File: src/rtl/psi_pkg.sv
// constants and types of the program counter, return stack and indirect address block
// Operation
// - pc is 13 bits, low byte plus five high
// - low pc byte readable and writable by software
// - upper pc bits never directly software accessible
// - every reset clears the whole pc
// - low byte write loads high bits from latch
// - call/goto take top two bits from latch
// - eight-entry, 13-bit return stack, outside memory
// - stack pointer hidden from software entirely
// - push pc on call and interrupt branch
// - taken interrupt jumps to vector 0004h
// - return variants pop stack into pc
// - push and pop leave latch untouched
// - stack wraps, ninth push overwrites first
// - no overflow or underflow status anywhere
// - indirect port is address without storage
// - indirect port accesses location at pointer
// - indirect read of indirect port gives 00h
// - indirect write of indirect port stores nothing
// - nine-bit address is bank bit over pointer
package psi_pkg;
  // ****************
  // widths
  // ****************
  localparam int PC_W = 13;
  localparam int PCL_W = 8;
  localparam int PCH_W = 5;
  localparam int TGT_W = 11;
  localparam int STACK_DEPTH = 8;
  localparam int DATA_W = 8;
  localparam int DADDR_W = 9;
  localparam int DIR_W = 7;
  localparam int APB_AW = 8;
  // ****************
  // fixed values
  // ****************
  localparam logic [12:0] IRQ_VECTOR = 13'h0004;
  localparam logic [12:0] PC_RESET = 13'h0000;
  localparam logic [4:0] LATCH_RESET = 5'h00;
  localparam logic [7:0] FSR_RESET = 8'h00;
  localparam logic [6:0] INDIRECT_PORT = 7'h00;
  localparam logic [7:0] NULL_READ = 8'h00;
  localparam int LATCH_TOP_HI = 4;
  localparam int LATCH_TOP_LO = 3;
  localparam int BANK_BIT_POS = 0;
  // ****************
  // register offsets
  // ****************
  localparam logic [7:0] OFS_PCL = 8'h00;
  localparam logic [7:0] OFS_LATCH = 8'h04;
  localparam logic [7:0] OFS_FSR = 8'h08;
  localparam logic [7:0] OFS_BANK = 8'h0c;
  localparam logic [7:0] OFS_INDIRECT = 8'h10;
  // ****************
  // types
  // ****************
  typedef enum logic [2:0] {
    PSI_OP_NONE = 3'h0,
    PSI_OP_STEP = 3'h1,
    PSI_OP_GOTO = 3'h2,
    PSI_OP_CALL = 3'h3,
    PSI_OP_RETURN = 3'h4,
    PSI_OP_PCL_WRITE = 3'h5
  } psi_op_t;
  typedef enum logic [1:0] {
    PSI_AP_IDLE = 2'b00,
    PSI_AP_ISSUE = 2'b01,
    PSI_AP_WAIT = 2'b11,
    PSI_AP_DONE = 2'b10
  } psi_ap_state_t;
endpackage

File: src/rtl/psi_stack_if.sv
// link between the core logic and its return stack
`timescale 1ns/100ps
interface psi_stack_if #(parameter int W = 13);
  logic push;
  logic pop;
  logic [W-1:0] push_data;
  logic [W-1:0] top_data;
  modport owner (output push, output pop, output push_data, input top_data);
  modport stack (input push, input pop, input push_data, output top_data);
endinterface

File: src/rtl/psi_stack.sv
// circular return stack
`timescale 1ns/100ps
module psi_stack #(
  parameter int DEPTH = psi_pkg::STACK_DEPTH,
  parameter int W = psi_pkg::PC_W
) (
  // clock and reset
  input wire logic clock,
  input wire logic rst,
  // stack side
  psi_stack_if.stack sif
);
  localparam int PW = $clog2(DEPTH);
  logic [W-1:0] mem [DEPTH];
  logic [PW-1:0] ptr_r;
  logic [PW-1:0] top_idx;
  assign top_idx = ptr_r - {{(PW-1){1'b0}}, 1'b1};
  assign sif.top_data = mem[top_idx];
  // ****************
  // pointer
  // ****************
  // pointer wraps freely
  always_ff @(posedge clock or posedge rst) begin
    if (rst) begin
      ptr_r <= '0;
    end else if (sif.push && !sif.pop) begin
      ptr_r <= ptr_r + {{(PW-1){1'b0}}, 1'b1};
    end else if (sif.pop && !sif.push) begin
      ptr_r <= top_idx;
    end
  end
  // ****************
  // storage
  // ****************
  // no overflow or underflow flag
  always_ff @(posedge clock) begin
    if (sif.push) begin
      mem[ptr_r] <= sif.push_data;
    end
  end
endmodule

File: src/rtl/psi_core.sv
// program counter, return stack control and indirect data addressing
//
// Register access over APB and the register addresses were left to the implementer.
`timescale 1ns/100ps
module psi_core (
  // clock and reset
  input wire logic clock,
  input wire logic rst,
  // apb slave
  input wire logic psel,
  input wire logic penable,
  input wire logic pwrite,
  input wire logic [7:0] paddr,
  input wire logic [31:0] pwdata,
  output logic [31:0] prdata,
  output logic pready,
  output logic pslverr,
  // decoder operations
  input wire psi_pkg::psi_op_t op_kind,
  input wire logic [10:0] op_target,
  input wire logic [7:0] op_pcl_data,
  input wire logic irq_req,
  input wire logic global_interrupt_enable,
  // program counter
  output logic [12:0] pc,
  output logic irq_taken,
  // execute stage data access
  input wire logic dm_req,
  input wire logic dm_we,
  input wire logic [8:0] dm_addr,
  input wire logic [7:0] dm_wdata,
  output logic [7:0] dm_rdata,
  output logic dm_rvalid,
  // data memory
  output logic mem_req,
  output logic mem_we,
  output logic [8:0] mem_addr,
  output logic [7:0] mem_wdata,
  input wire logic [7:0] mem_rdata
);
  // ****************
  // declarations
  // ****************
  logic [12:0] pc_r;
  logic [12:0] pc_nxt;
  logic [12:0] step_pc;
  logic [12:0] jump_pc;
  logic [12:0] pcl_pc;
  logic [12:0] apb_pc;
  logic [12:0] push_val;
  logic [4:0] latch_r;
  logic [7:0] fsr_r;
  logic bank_r;
  logic irq_taken_r;
  logic take_irq;
  logic do_push;
  logic do_pop;
  logic op_blocked;
  logic apb_access;
  logic apb_wr;
  logic apb_mapped;
  logic apb_is_ind;
  logic apb_pcl_wr;
  logic [7:0] apb_wbyte;
  logic [31:0] rd_word;
  logic [31:0] prdata_r;
  psi_pkg::psi_ap_state_t ap_state_r;
  psi_pkg::psi_ap_state_t ap_state_nxt;
  logic [8:0] ind_addr;
  logic [8:0] eff_addr;
  logic dm_is_ind;
  logic ind_null;
  logic mem_req_r;
  logic mem_we_r;
  logic [8:0] mem_addr_r;
  logic [7:0] mem_wdata_r;
  logic null_rd_r;
  logic [7:0] dm_rdata_r;
  logic dm_rvalid_r;
  // ****************
  // return stack
  // ****************
  // stack kept outside both memories
  psi_stack_if #(.W(psi_pkg::PC_W)) stk ();
  psi_stack #(
    .DEPTH(psi_pkg::STACK_DEPTH),
    .W(psi_pkg::PC_W)
  ) psi_stack_inst (
    .clock(clock),
    .rst(rst),
    .sif(stk)
  );
  // push on call or taken interrupt
  assign stk.push = do_push;
  assign stk.pop = do_pop;
  assign stk.push_data = push_val;
  // ****************
  // apb handshake
  // ****************
  always_ff @(posedge clock or posedge rst) begin
    if (rst) begin
      ap_state_r <= psi_pkg::PSI_AP_IDLE;
    end else begin
      ap_state_r <= ap_state_nxt;
    end
  end
  always_comb begin
    ap_state_nxt = ap_state_r;
    unique case (ap_state_r)
      psi_pkg::PSI_AP_IDLE: begin
        if (psel) begin
          ap_state_nxt = psi_pkg::PSI_AP_ISSUE;
        end
      end
      psi_pkg::PSI_AP_ISSUE: begin
        if (!psel) begin
          ap_state_nxt = psi_pkg::PSI_AP_IDLE;
        end else if (penable) begin
          ap_state_nxt = psi_pkg::PSI_AP_WAIT;
        end
      end
      psi_pkg::PSI_AP_WAIT: begin
        if (!psel) begin
          ap_state_nxt = psi_pkg::PSI_AP_IDLE;
        end else begin
          ap_state_nxt = psi_pkg::PSI_AP_DONE;
        end
      end
      psi_pkg::PSI_AP_DONE: begin
        ap_state_nxt = psi_pkg::PSI_AP_IDLE;
      end
    endcase
  end
  // ready two cycles into the access phase
  assign pready = (ap_state_r == psi_pkg::PSI_AP_DONE);
  assign apb_access = psel && penable && pready;
  assign apb_wr = apb_access && pwrite;
  assign apb_wbyte = pwdata[7:0];
  assign apb_is_ind = (paddr == psi_pkg::OFS_INDIRECT);
  always_comb begin
    apb_mapped = 1'b0;
    if (paddr == psi_pkg::OFS_PCL) begin
      apb_mapped = 1'b1;
    end
    if (paddr == psi_pkg::OFS_LATCH) begin
      apb_mapped = 1'b1;
    end
    if (paddr == psi_pkg::OFS_FSR) begin
      apb_mapped = 1'b1;
    end
    if (paddr == psi_pkg::OFS_BANK) begin
      apb_mapped = 1'b1;
    end
    if (apb_is_ind) begin
      apb_mapped = 1'b1;
    end
  end
  assign pslverr = pready && !apb_mapped;
  // ****************
  // register read mux
  // ****************
  always_comb begin
    rd_word = 32'h0000_0000;
    if (paddr == psi_pkg::OFS_PCL) begin
      rd_word = {24'h00_0000, pc_r[7:0]};
    end
    // latch only, never pc high bits
    if (paddr == psi_pkg::OFS_LATCH) begin
      rd_word = {27'h000_0000, latch_r};
    end
    if (paddr == psi_pkg::OFS_FSR) begin
      rd_word = {24'h00_0000, fsr_r};
    end
    if (paddr == psi_pkg::OFS_BANK) begin
      rd_word = {31'h0000_0000, bank_r};
    end
    if (apb_is_ind) begin
      rd_word = {24'h00_0000, psi_pkg::NULL_READ};
    end
  end
  always_ff @(posedge clock or posedge rst) begin
    if (rst) begin
      prdata_r <= 32'h0000_0000;
    end else if (ap_state_r == psi_pkg::PSI_AP_WAIT && psel && !pwrite) begin
      prdata_r <= rd_word;
    end
  end
  assign prdata = prdata_r;
  // ****************
  // software registers
  // ****************
  // latch changes by software write only
  always_ff @(posedge clock or posedge rst) begin
    if (rst) begin
      latch_r <= psi_pkg::LATCH_RESET;
    end else if (apb_wr && paddr == psi_pkg::OFS_LATCH) begin
      latch_r <= pwdata[4:0];
    end
  end
  always_ff @(posedge clock or posedge rst) begin
    if (rst) begin
      fsr_r <= psi_pkg::FSR_RESET;
    end else if (apb_wr && paddr == psi_pkg::OFS_FSR) begin
      fsr_r <= pwdata[7:0];
    end
  end
  always_ff @(posedge clock or posedge rst) begin
    if (rst) begin
      bank_r <= 1'b0;
    end else if (apb_wr && paddr == psi_pkg::OFS_BANK) begin
      bank_r <= pwdata[psi_pkg::BANK_BIT_POS];
    end
  end
  // ****************
  // program counter
  // ****************
  assign apb_pcl_wr = apb_wr && (paddr == psi_pkg::OFS_PCL);
  assign take_irq = irq_req && global_interrupt_enable;
  assign op_blocked = take_irq || apb_pcl_wr;
  assign step_pc = pc_r + 13'h0001;
  assign jump_pc = {latch_r[psi_pkg::LATCH_TOP_HI:psi_pkg::LATCH_TOP_LO], op_target};
  assign pcl_pc = {latch_r, op_pcl_data};
  assign apb_pc = {latch_r, apb_wbyte};
  assign push_val = take_irq ? pc_r : step_pc;
  assign do_push = take_irq || (!apb_pcl_wr && op_kind == psi_pkg::PSI_OP_CALL);
  assign do_pop = !op_blocked && (op_kind == psi_pkg::PSI_OP_RETURN);
  always_comb begin
    pc_nxt = pc_r;
    if (take_irq) begin
      pc_nxt = psi_pkg::IRQ_VECTOR;
    end else if (apb_pcl_wr) begin
      pc_nxt = apb_pc;
    end else begin
      unique case (op_kind)
        psi_pkg::PSI_OP_NONE: begin
          pc_nxt = pc_r;
        end
        psi_pkg::PSI_OP_STEP: begin
          pc_nxt = step_pc;
        end
        psi_pkg::PSI_OP_GOTO, psi_pkg::PSI_OP_CALL: begin
          pc_nxt = jump_pc;
        end
        psi_pkg::PSI_OP_RETURN: begin
          pc_nxt = stk.top_data;
        end
        psi_pkg::PSI_OP_PCL_WRITE: begin
          pc_nxt = pcl_pc;
        end
        default: begin
          pc_nxt = pc_r;
        end
      endcase
    end
  end
  always_ff @(posedge clock or posedge rst) begin
    if (rst) begin
      pc_r <= psi_pkg::PC_RESET;
    end else begin
      pc_r <= pc_nxt;
    end
  end
  assign pc = pc_r;
  always_ff @(posedge clock or posedge rst) begin
    if (rst) begin
      irq_taken_r <= 1'b0;
    end else begin
      irq_taken_r <= take_irq;
    end
  end
  assign irq_taken = irq_taken_r;
  // ****************
  // indirect addressing
  // ****************
  // nine-bit indirect address
  assign ind_addr = {bank_r, fsr_r};
  assign dm_is_ind = (dm_addr[psi_pkg::DIR_W-1:0] == psi_pkg::INDIRECT_PORT);
  assign ind_null = dm_is_ind && (ind_addr[psi_pkg::DIR_W-1:0] == psi_pkg::INDIRECT_PORT);
  assign eff_addr = dm_is_ind ? ind_addr : dm_addr;
  always_ff @(posedge clock or posedge rst) begin
    if (rst) begin
      mem_req_r <= 1'b0;
    end else begin
      mem_req_r <= dm_req && !ind_null;
    end
  end
  always_ff @(posedge clock or posedge rst) begin
    if (rst) begin
      mem_we_r <= 1'b0;
    end else begin
      mem_we_r <= dm_req && dm_we && !ind_null;
    end
  end
  always_ff @(posedge clock or posedge rst) begin
    if (rst) begin
      mem_addr_r <= 9'h000;
    end else begin
      mem_addr_r <= eff_addr;
    end
  end
  always_ff @(posedge clock or posedge rst) begin
    if (rst) begin
      mem_wdata_r <= 8'h00;
    end else begin
      mem_wdata_r <= dm_wdata;
    end
  end
  always_ff @(posedge clock or posedge rst) begin
    if (rst) begin
      null_rd_r <= 1'b0;
    end else begin
      null_rd_r <= dm_req && !dm_we && ind_null;
    end
  end
  always_ff @(posedge clock or posedge rst) begin
    if (rst) begin
      dm_rdata_r <= 8'h00;
    end else if (null_rd_r) begin
      dm_rdata_r <= psi_pkg::NULL_READ;
    end else if (mem_req_r && !mem_we_r) begin
      dm_rdata_r <= mem_rdata;
    end
  end
  always_ff @(posedge clock or posedge rst) begin
    if (rst) begin
      dm_rvalid_r <= 1'b0;
    end else begin
      dm_rvalid_r <= null_rd_r || (mem_req_r && !mem_we_r);
    end
  end
  assign mem_req = mem_req_r;
  assign mem_we = mem_we_r;
  assign mem_addr = mem_addr_r;
  assign mem_wdata = mem_wdata_r;
  assign dm_rdata = dm_rdata_r;
  assign dm_rvalid = dm_rvalid_r;
endmodule

File: config.mk
export PLATFORM = sky130hd
export DESIGN_NAME = psi_core
export DESIGN_NICKNAME = d
export VERILOG_FILES = /design/src/rtl/psi_pkg.sv /design/src/rtl/psi_stack_if.sv /design/src/rtl/psi_stack.sv /design/src/rtl/psi_core.sv
export SDC_FILE = /design/constraint.sdc
export NUM_CORES = 1
export LEC_CHECK = 0
export ABC_AREA = 0
export BUFFER_PORTS_ARGS = -buffer_cell sky130_fd_sc_hd__buf_4
export CAP_MARGIN = 20
export CORE_MARGIN = 3
export CORE_UTILIZATION = 54
export CTS_BUF_LIST = sky130_fd_sc_hd__clkbuf_16
export DETAILED_ROUTE_END_ITERATION = 7
export GPL_TIMING_DRIVEN = 1
export PLACE_DENSITY = 0.77
export SYNTH_ARGS = -nofsm -noshare
export SYNTH_HDL_FRONTEND = slang
export SYNTH_SLANG_ARGS = --single-unit
File: constraint.sdc
create_clock -name clock -period 3.9 [get_ports clock]
set_clock_uncertainty 0.05 [all_clocks]
set_input_delay 0.585 -clock clock [delete_from_list [all_inputs] [get_ports clock]]
set_output_delay 0.585 -clock clock [all_outputs]
set_load 0.02 [all_outputs]
==> results of run 1 <==
synthesized netlist by cell type (3+ instances only):
| cell type | instances |
|---|---|
| buf_2 | 6 |
| o22ai_1 | 3 |
| buf_4 | 24 |
| xor2_1 | 20 |
| or3_1 | 3 |
| ha_1 | 5 |
| clkbuf_1 | 19 |
| nand2_1 | 39 |
| a21oi_1 | 14 |
| mux2_2 | 17 |
| a32oi_1 | 3 |
| inv_1 | 6 |
| a22o_1 | 3 |
| nor3_1 | 14 |
| and3_1 | 4 |
| edfxtp_1 | 104 |
| or2_2 | 4 |
| nand4_1 | 9 |
| buf_1 | 8 |
| nor4_1 | 3 |
| xnor2_1 | 6 |
| o21ai_0 | 23 |
| a22oi_1 | 5 |
| a221oi_1 | 8 |
| nor2b_1 | 4 |
| a21o_1 | 7 |
| mux2i_1 | 8 |
| nor2_1 | 24 |
| nand2b_1 | 5 |
| nand3b_1 | 3 |
| nand3_1 | 38 |
| mux4_2 | 27 |
| dfrtp_1 | 70 |
routing by layer:
layer  share of wire [%]  vias up  wire length, um  global-route usage, %
met5                   0        -                0                      0
met4                 2.2        0              406                   9.40
met3                 6.5       32             1220                   6.15
met2                  51      245             9570                   39.5
met1                  40     2653             7430                   31.7
li1                    -     2355                -                      -
power breakdown:
group / internal, mW / total, mW / switching (mW)
Sequential: 2.21 / 2.35 / 0.142
Combinational: 0.677 / 1.53 / 0.848
Clock: 0.952 / 1.68 / 0.724
cell type report:
cell class | count | area share, %
Multi-Input combinational cell | 353 | 28.3
Clock buffer | 17 | 4.50
Sequential cell | 174 | 51.6
Inverter | 6 | 0.238
Tap cell | 180 | 2.38
Clock inverter | 15 | 1.72
Timing Repair Buffer | 142 | 11.3
per-stage QoR:
step / hold slack [ns] / power [mW]
5_1_grt: 0.183 / 5.80
3_5_place_dp: 0.434 / 3.91
6_report: 0.192 / 5.55
3_3_place_gp: 0.415 / 3.86
4_1_cts: 0.192 / 5.58
2_1_floorplan: 0.408 / 3.41
placed cells by master (no fill, tap or decap), drive strengths merged, types with 14 or more instances in the layout:
cell	count
buf	142
edfxtp	104
dfrtp	70
nand2	39
nand3	38
mux4	27
nor2	24
conb	24
o21ai	23
xor2	20
mux2	17
clkbuf	17
a21oi	14
nor3	14
flip-flops by register name, summed over array words and instances (netlist names):
register              flops
mem_we                    1
mem_addr                  9
dm_rdata                  8
fsr_r                     8
pc                       13
null_rd_r                 1
ap_state_r                2
mem_req                   1
dm_rvalid                 1
mem_wdata                 8
prdata                    8
psi_stack_inst.ptr_r      3
psi_stack_inst.mem      104
irq_taken                 1
bank_r                    1
latch_r                   5
cell families after synthesis:
logic type | count (synthesis) | synth area share [%]
other cells | 1 | 0.0480
simple gates | 164 | 10.9
buf+inv | 65 | 4.56
compound gates | 82 | 7.19
xor+xnor | 26 | 2.91
flops | 174 | 62.4
mux | 52 | 11.3
fa+ha+maj | 5 | 0.800
final timing paths:
kind	startpoint	endpoint	slack (ns)	cells past startpoint
worst max-delay path	psi_stack_inst.ptr_r[1]$_DFFE_PP0P_	pc[1]$_DFFE_PP0P_	1.15	7
worst min-delay path	rst	mem_wdata[2]$_DFF_PP0_	0.19	2
worst max register to register	psi_stack_inst.ptr_r[1]$_DFFE_PP0P_	pc[1]$_DFFE_PP0P_	1.15	7
worst min register to register	prdata[3]$_DFFE_PP0P_	prdata[3]$_DFFE_PP0P_	0.44	2
max in group asynchronous	rst	latch_r[1]$_DFFE_PP0P_	2.79	3
min in group clock	dm_wdata[5]	mem_wdata[5]$_DFF_PP0_	0.21	1
==> flow_metrics.env, run 1 <==
export IMPL_worst_pin_slew_ns=0.879
export IMPL_crit_family="multiplexers"
export IMPL_end_kind="flop"
export IMPL_placed_area_sq_um=8870
export IMPL_yosysTopAreaCell="edfxtp_1"
export IMPL_fin_nets=795
export IMPL_antenna_cells=0
export IMPL_numCtsBuffers=17
export IMPL_die_y_um=126
export IMPL_wl_per_cell_um=21.0
export IMPL_slew_viol_final=0
export IMPL_fill_cells=981
export IMPL_pre_cts_slack_ns=0.820
export IMPL_timing_fmax_mhz=364
export IMPL_leakage_nw=3.88
export IMPL_syn_inst=569
export IMPL_cpPeakStageDelay_ns=0.66
export IMPL_setup_viol=0
export IMPL_ys_types=56
export IMPL_drt_initial_drc_count=377
export IMPL_grt_start_max_net_pins=33
export IMPL_grt_use_total_pct=24.2
export IMPL_status="complete, no violations"
export IMPL_grt_pass1_vias=5347
export IMPL_initial_utilization_pct=55.7
export IMPL_avgSynthCellArea_sq_um=13.7
export IMPL_dp_final_hpwl_um=13400
export IMPL_via_count=5285
export IMPL_grt_pass1_wl_um=29700
export IMPL_postCtsHoldBufs=0
export IMPL_synth_top_area_share_pct=39.9
export IMPL_dp_cells=855
export IMPL_setup_worst_path_class="reg2reg"
export IMPL_dieArea_sq_um=16000
export IMPL_cts_sinks=174
export IMPL_fin_cells=887
export IMPL_fin_crit_sh_pct=70.5
export IMPL_crit_arrival_ns=3.01
export IMPL_drive_gt1_share_pct=32.2
export IMPL_crit_buf_inv=1
export IMPL_final_area_sq_um=9450
export IMPL_final_util_pct=67.3
export IMPL_ir_drop_mv=0.421
export IMPL_grt_overflow=0
export IMPL_antenna_found_initial=0
export IMPL_startpoint_type="flop"
export IMPL_hold_violations=0
export IMPL_cts_tree="built"
export IMPL_die_width_um=126
export IMPL_slew_headroom_pct=41.0
export IMPL_syn_cell_area_sq_um=7820
export IMPL_drtAntennaViolNets=0
export IMPL_required_ns=4.16
export IMPL_multi_input_area_sq_um=2680
export IMPL_synth_area_top_cells="edfxtp_1 (40%), dfrtp_1 (22%), mux4_2 (7.8%)"
export IMPL_synth_warnings=0
export IMPL_hp_class="in2async"
export IMPL_fin_ws_ns=1.15
export IMPL_drtPass1Iterations=5
export IMPL_synth_flop_cell="edfxtp_1"
export IMPL_worstSkewPairLatency_ns=0.43
export IMPL_rsz0062_at_grt="false"
export IMPL_synth_edf_count=104
export IMPL_drv_cap=0
export IMPL_path_clk_slew_ns=0.07
export IMPL_path_max_fanout=13
export IMPL_seqCellArea_sq_um=4870
export IMPL_cts_root_buf="clkbuf_16"
export IMPL_rows=43
export IMPL_path_cells="inv_1 > ha_1 > mux4_2 > mux2_2 > a222oi_1 > and3_1 > o21ai_0"
export IMPL_drt_total_wl_um=18600
export IMPL_setup_tns_ns=0
export IMPL_cellPowerDensity_nw_per_um2=587
export IMPL_cts_setup_buffers=0
export IMPL_drcViolationCount=0
export IMPL_vias_per_cell=5.96
export IMPL_io_pins=172
export IMPL_async_reset_ff_share_pct=40.2
export IMPL_fin_crit_ns=2.75
export IMPL_htree_levels=4
export IMPL_ctsLongestPathBuffers=2
export IMPL_core_sq_um=14000
export IMPL_area_growth_pct=20.9
export IMPL_ys_seq_area_share_pct=62.4
export IMPL_synth_seq_cells=174
export IMPL_cp_slowest_cell="ha_1"
export IMPL_port_buffers=123
export IMPL_gp_congestion=0.880
export IMPL_post_cts_resized=0
Power figures use the tool's default switching activity.
==> run 2, diff against run 1 <==
--- a/config.mk
+++ b/config.mk
@@ -9,11 +9,11 @@
 export BUFFER_PORTS_ARGS = -buffer_cell sky130_fd_sc_hd__buf_4
 export CAP_MARGIN = 20
 export CORE_MARGIN = 3
-export CORE_UTILIZATION = 54
+export CORE_UTILIZATION = 49
 export CTS_BUF_LIST = sky130_fd_sc_hd__clkbuf_16
 export DETAILED_ROUTE_END_ITERATION = 7
 export GPL_TIMING_DRIVEN = 1
-export PLACE_DENSITY = 0.77
+export PLACE_DENSITY = 0.74
 export SYNTH_ARGS = -nofsm -noshare
 export SYNTH_HDL_FRONTEND = slang
 export SYNTH_SLANG_ARGS = --single-unit
==> constraint.sdc (replaced) <==
create_clock -name clock -period 2.4 [get_ports clock]
set_clock_uncertainty 0.05 [all_clocks]
set_input_delay 0.36 -clock clock [delete_from_list [all_inputs] [get_ports clock]]
set_output_delay 0.36 -clock clock [all_outputs]
set_load 0.02 [all_outputs]
==> run 2 against run 1 <==
- first-iteration DRC count increased by 20%
- register-to-register slack worse by 1.1 ns
- highest routed layer unchanged
- largest power group unchanged
- combinational power is 80% higher
- worst setup slack lost 1.1 ns
- count of clock-buffer cells in the layout stayed put
- power grew 67%
- sequential share of layout area decreased by 2.9 points
- critical endpoint unchanged
- global-route usage down 2.1 points
- core utilization is 2.4 points lower
- final area up 6.0%
==> flow_metrics.env, run 2 (synthesis gave the netlist of run 1 again) <==
export IMPL_via_count=5392
export IMPL_initial_utilization_pct=50.7
export IMPL_die_y_um=132
export IMPL_startpoint_type="flop"
export IMPL_status="complete, no violations"
export IMPL_timing_fmax_mhz=432
export IMPL_dieArea_sq_um=17500
export IMPL_pre_cts_slack_ns=-0.247
export IMPL_cts_root_buf="clkbuf_16"
export IMPL_die_width_um=132
export IMPL_rows=45
export IMPL_grt_overflow=0
export IMPL_fin_crit_ns=2.32
export IMPL_rr_worst_depth=7
export IMPL_grt_pass1_vias=5624
export IMPL_end_kind="flop"
export IMPL_antenna_cells=0
export IMPL_crit_arrival_ns=2.56
export IMPL_slew_viol_final=0
export IMPL_grt_pass1_wl_um=30200
export IMPL_ctsLongestPathBuffers=2
export IMPL_ir_drop_mv=0.559
export IMPL_setup_worst_path_class="reg2reg"
export IMPL_fin_ws_ns=0.0844
export IMPL_vias_per_cell=5.58
export IMPL_drv_cap=0
export IMPL_required_ns=2.65
export IMPL_leakage_nw=4.17
export IMPL_path_max_fanout=5
export IMPL_core_sq_um=15400
export IMPL_fill_cells=1131
export IMPL_largest_register="psi_stack_inst.mem"
export IMPL_io_pins=172
export IMPL_drt_initial_drc_count=453
export IMPL_worst_pin_slew_ns=0.737
export IMPL_fin_nets=845
export IMPL_setup_viol=0
export IMPL_slew_headroom_pct=50.8
export IMPL_cts_sinks=174
export IMPL_hold_ws_ns=0.0185
export IMPL_path_clk_slew_ns=0.06
export IMPL_grt_start_max_net_pins=34
export IMPL_drtAntennaViolNets=0
export IMPL_grt_use_total_pct=22.2
export IMPL_hold_violations=0
export IMPL_drcViolationCount=0
export IMPL_antenna_found_initial=0
export IMPL_rsz0062_at_grt="false"
export IMPL_wl_per_cell_um=19.6
export IMPL_regToRegEndpoint="pc[1]$_DFFE_PP0P_"
export IMPL_hp_class="in2async"
export IMPL_dp_final_hpwl_um=13900
export IMPL_cellPowerDensity_nw_per_um2=924
export IMPL_drive_gt1_share_pct=35.8
export IMPL_setup_tns_ns=0
export IMPL_numCtsBuffers=17
export IMPL_worstSkewPairLatency_ns=0.42
export IMPL_reg2reg_slack_ns=0.08
export IMPL_fin_crit_sh_pct=96.5
export IMPL_drtPass1Iterations=5
export IMPL_rr_startpoint="psi_stack_inst.ptr_r[0]$_DFFE_PP0P_"
export IMPL_drt_total_wl_um=18900
export IMPL_final_common_cell="buf_4"
export IMPL_port_buffers=123
export IMPL_gp_congestion=0.863
export IMPL_final_cell_mix="buf_4 (178), edfxtp_1 (104), dfrtp_1 (70)"
export IMPL_cts_setup_buffers=0
export IMPL_totalPowerFinal_mw=9.26
export IMPL_htree_levels=4
export IMPL_area_growth_pct=28.1
export IMPL_largest_register_ffs=104
export IMPL_cts_tree="built"
==> run 2: worst max-delay path: stages, from the launching register on <==
cell      delay [ns]
dfrtp_1         0.37
inv_1           0.07
ha_2            0.39
mux4_2          0.33
mux2_2          0.29
a222oi_1        0.38
and3_1          0.24
o21ai_0         0.08
==> run 2: where the power goes <==
group          switching [mW]  internal [mW]
clock network            1.05           1.70
logic                    1.49           1.27
registers               0.164           3.59
==> run 2: stage by stage <==
stage	area, sq um	utilization [%]	cells
2_1_floorplan	7970	-	592
4_1_cts	10000	64.8	966
5_1_grt	10000	64.9	966
6_report	10000	64.9	966
3_5_place_dp	9330	60.5	928
3_3_place_gp	9310	60.4	926
==> run 2: area by class of cell <==
cell class                      instances  area (sq um)  share of cell area, %
Inverter                                6          22.5                  0.225
Timing Repair Buffer                  192          1540                   15.3
Multi-Input combinational cell        353          2730                   27.3
Sequential cell                       174          4870                   48.7
Clock inverter                         13           160                   1.60
Tap cell                              211           264                   2.64
Clock buffer                           17           425                   4.25
==> run 2: what timing repair did <==
item,CTS,global route
pin swaps,0,1
hold buffers,8,0
setup endpoints to repair,13,17
gates resized for setup,1,3
endpoints found under the hold margin,8,0
==> run 2: metal layers <==
metal  wire length, um  global-route usage (%)  vias up
li1                  -                       -     2445
met1              7570                    27.3     2689
met2              9800                    39.1      224
met3              1110                    4.35       34
met4               439                    7.91        0
met5                 0                       0        -
==> run 2: how the worst max path moves through the flow <==
stage,start,to,slack [ns],depth (start not counted)
6_report,psi_stack_inst.ptr_r[0]$_DFFE_PP0P_,pc[1]$_DFFE_PP0P_,0.08,7
5_1_grt,pc[1]$_DFFE_PP0P_,psi_stack_inst.mem[6][8]$_DFFE_PP_,0.005,5
4_1_cts,psi_stack_inst.ptr_r[1]$_DFFE_PP0P_,pc[1]$_DFFE_PP0P_,0.06,7
3_5_place_dp,paddr[1],psi_stack_inst.mem[4][5]$_DFFE_PP_,-0.25,7
3_3_place_gp,paddr[1],psi_stack_inst.mem[4][5]$_DFFE_PP_,-0.24,6
2_1_floorplan,paddr[1],psi_stack_inst.ptr_r[2]$_DFFE_PP0P_,-0.04,9
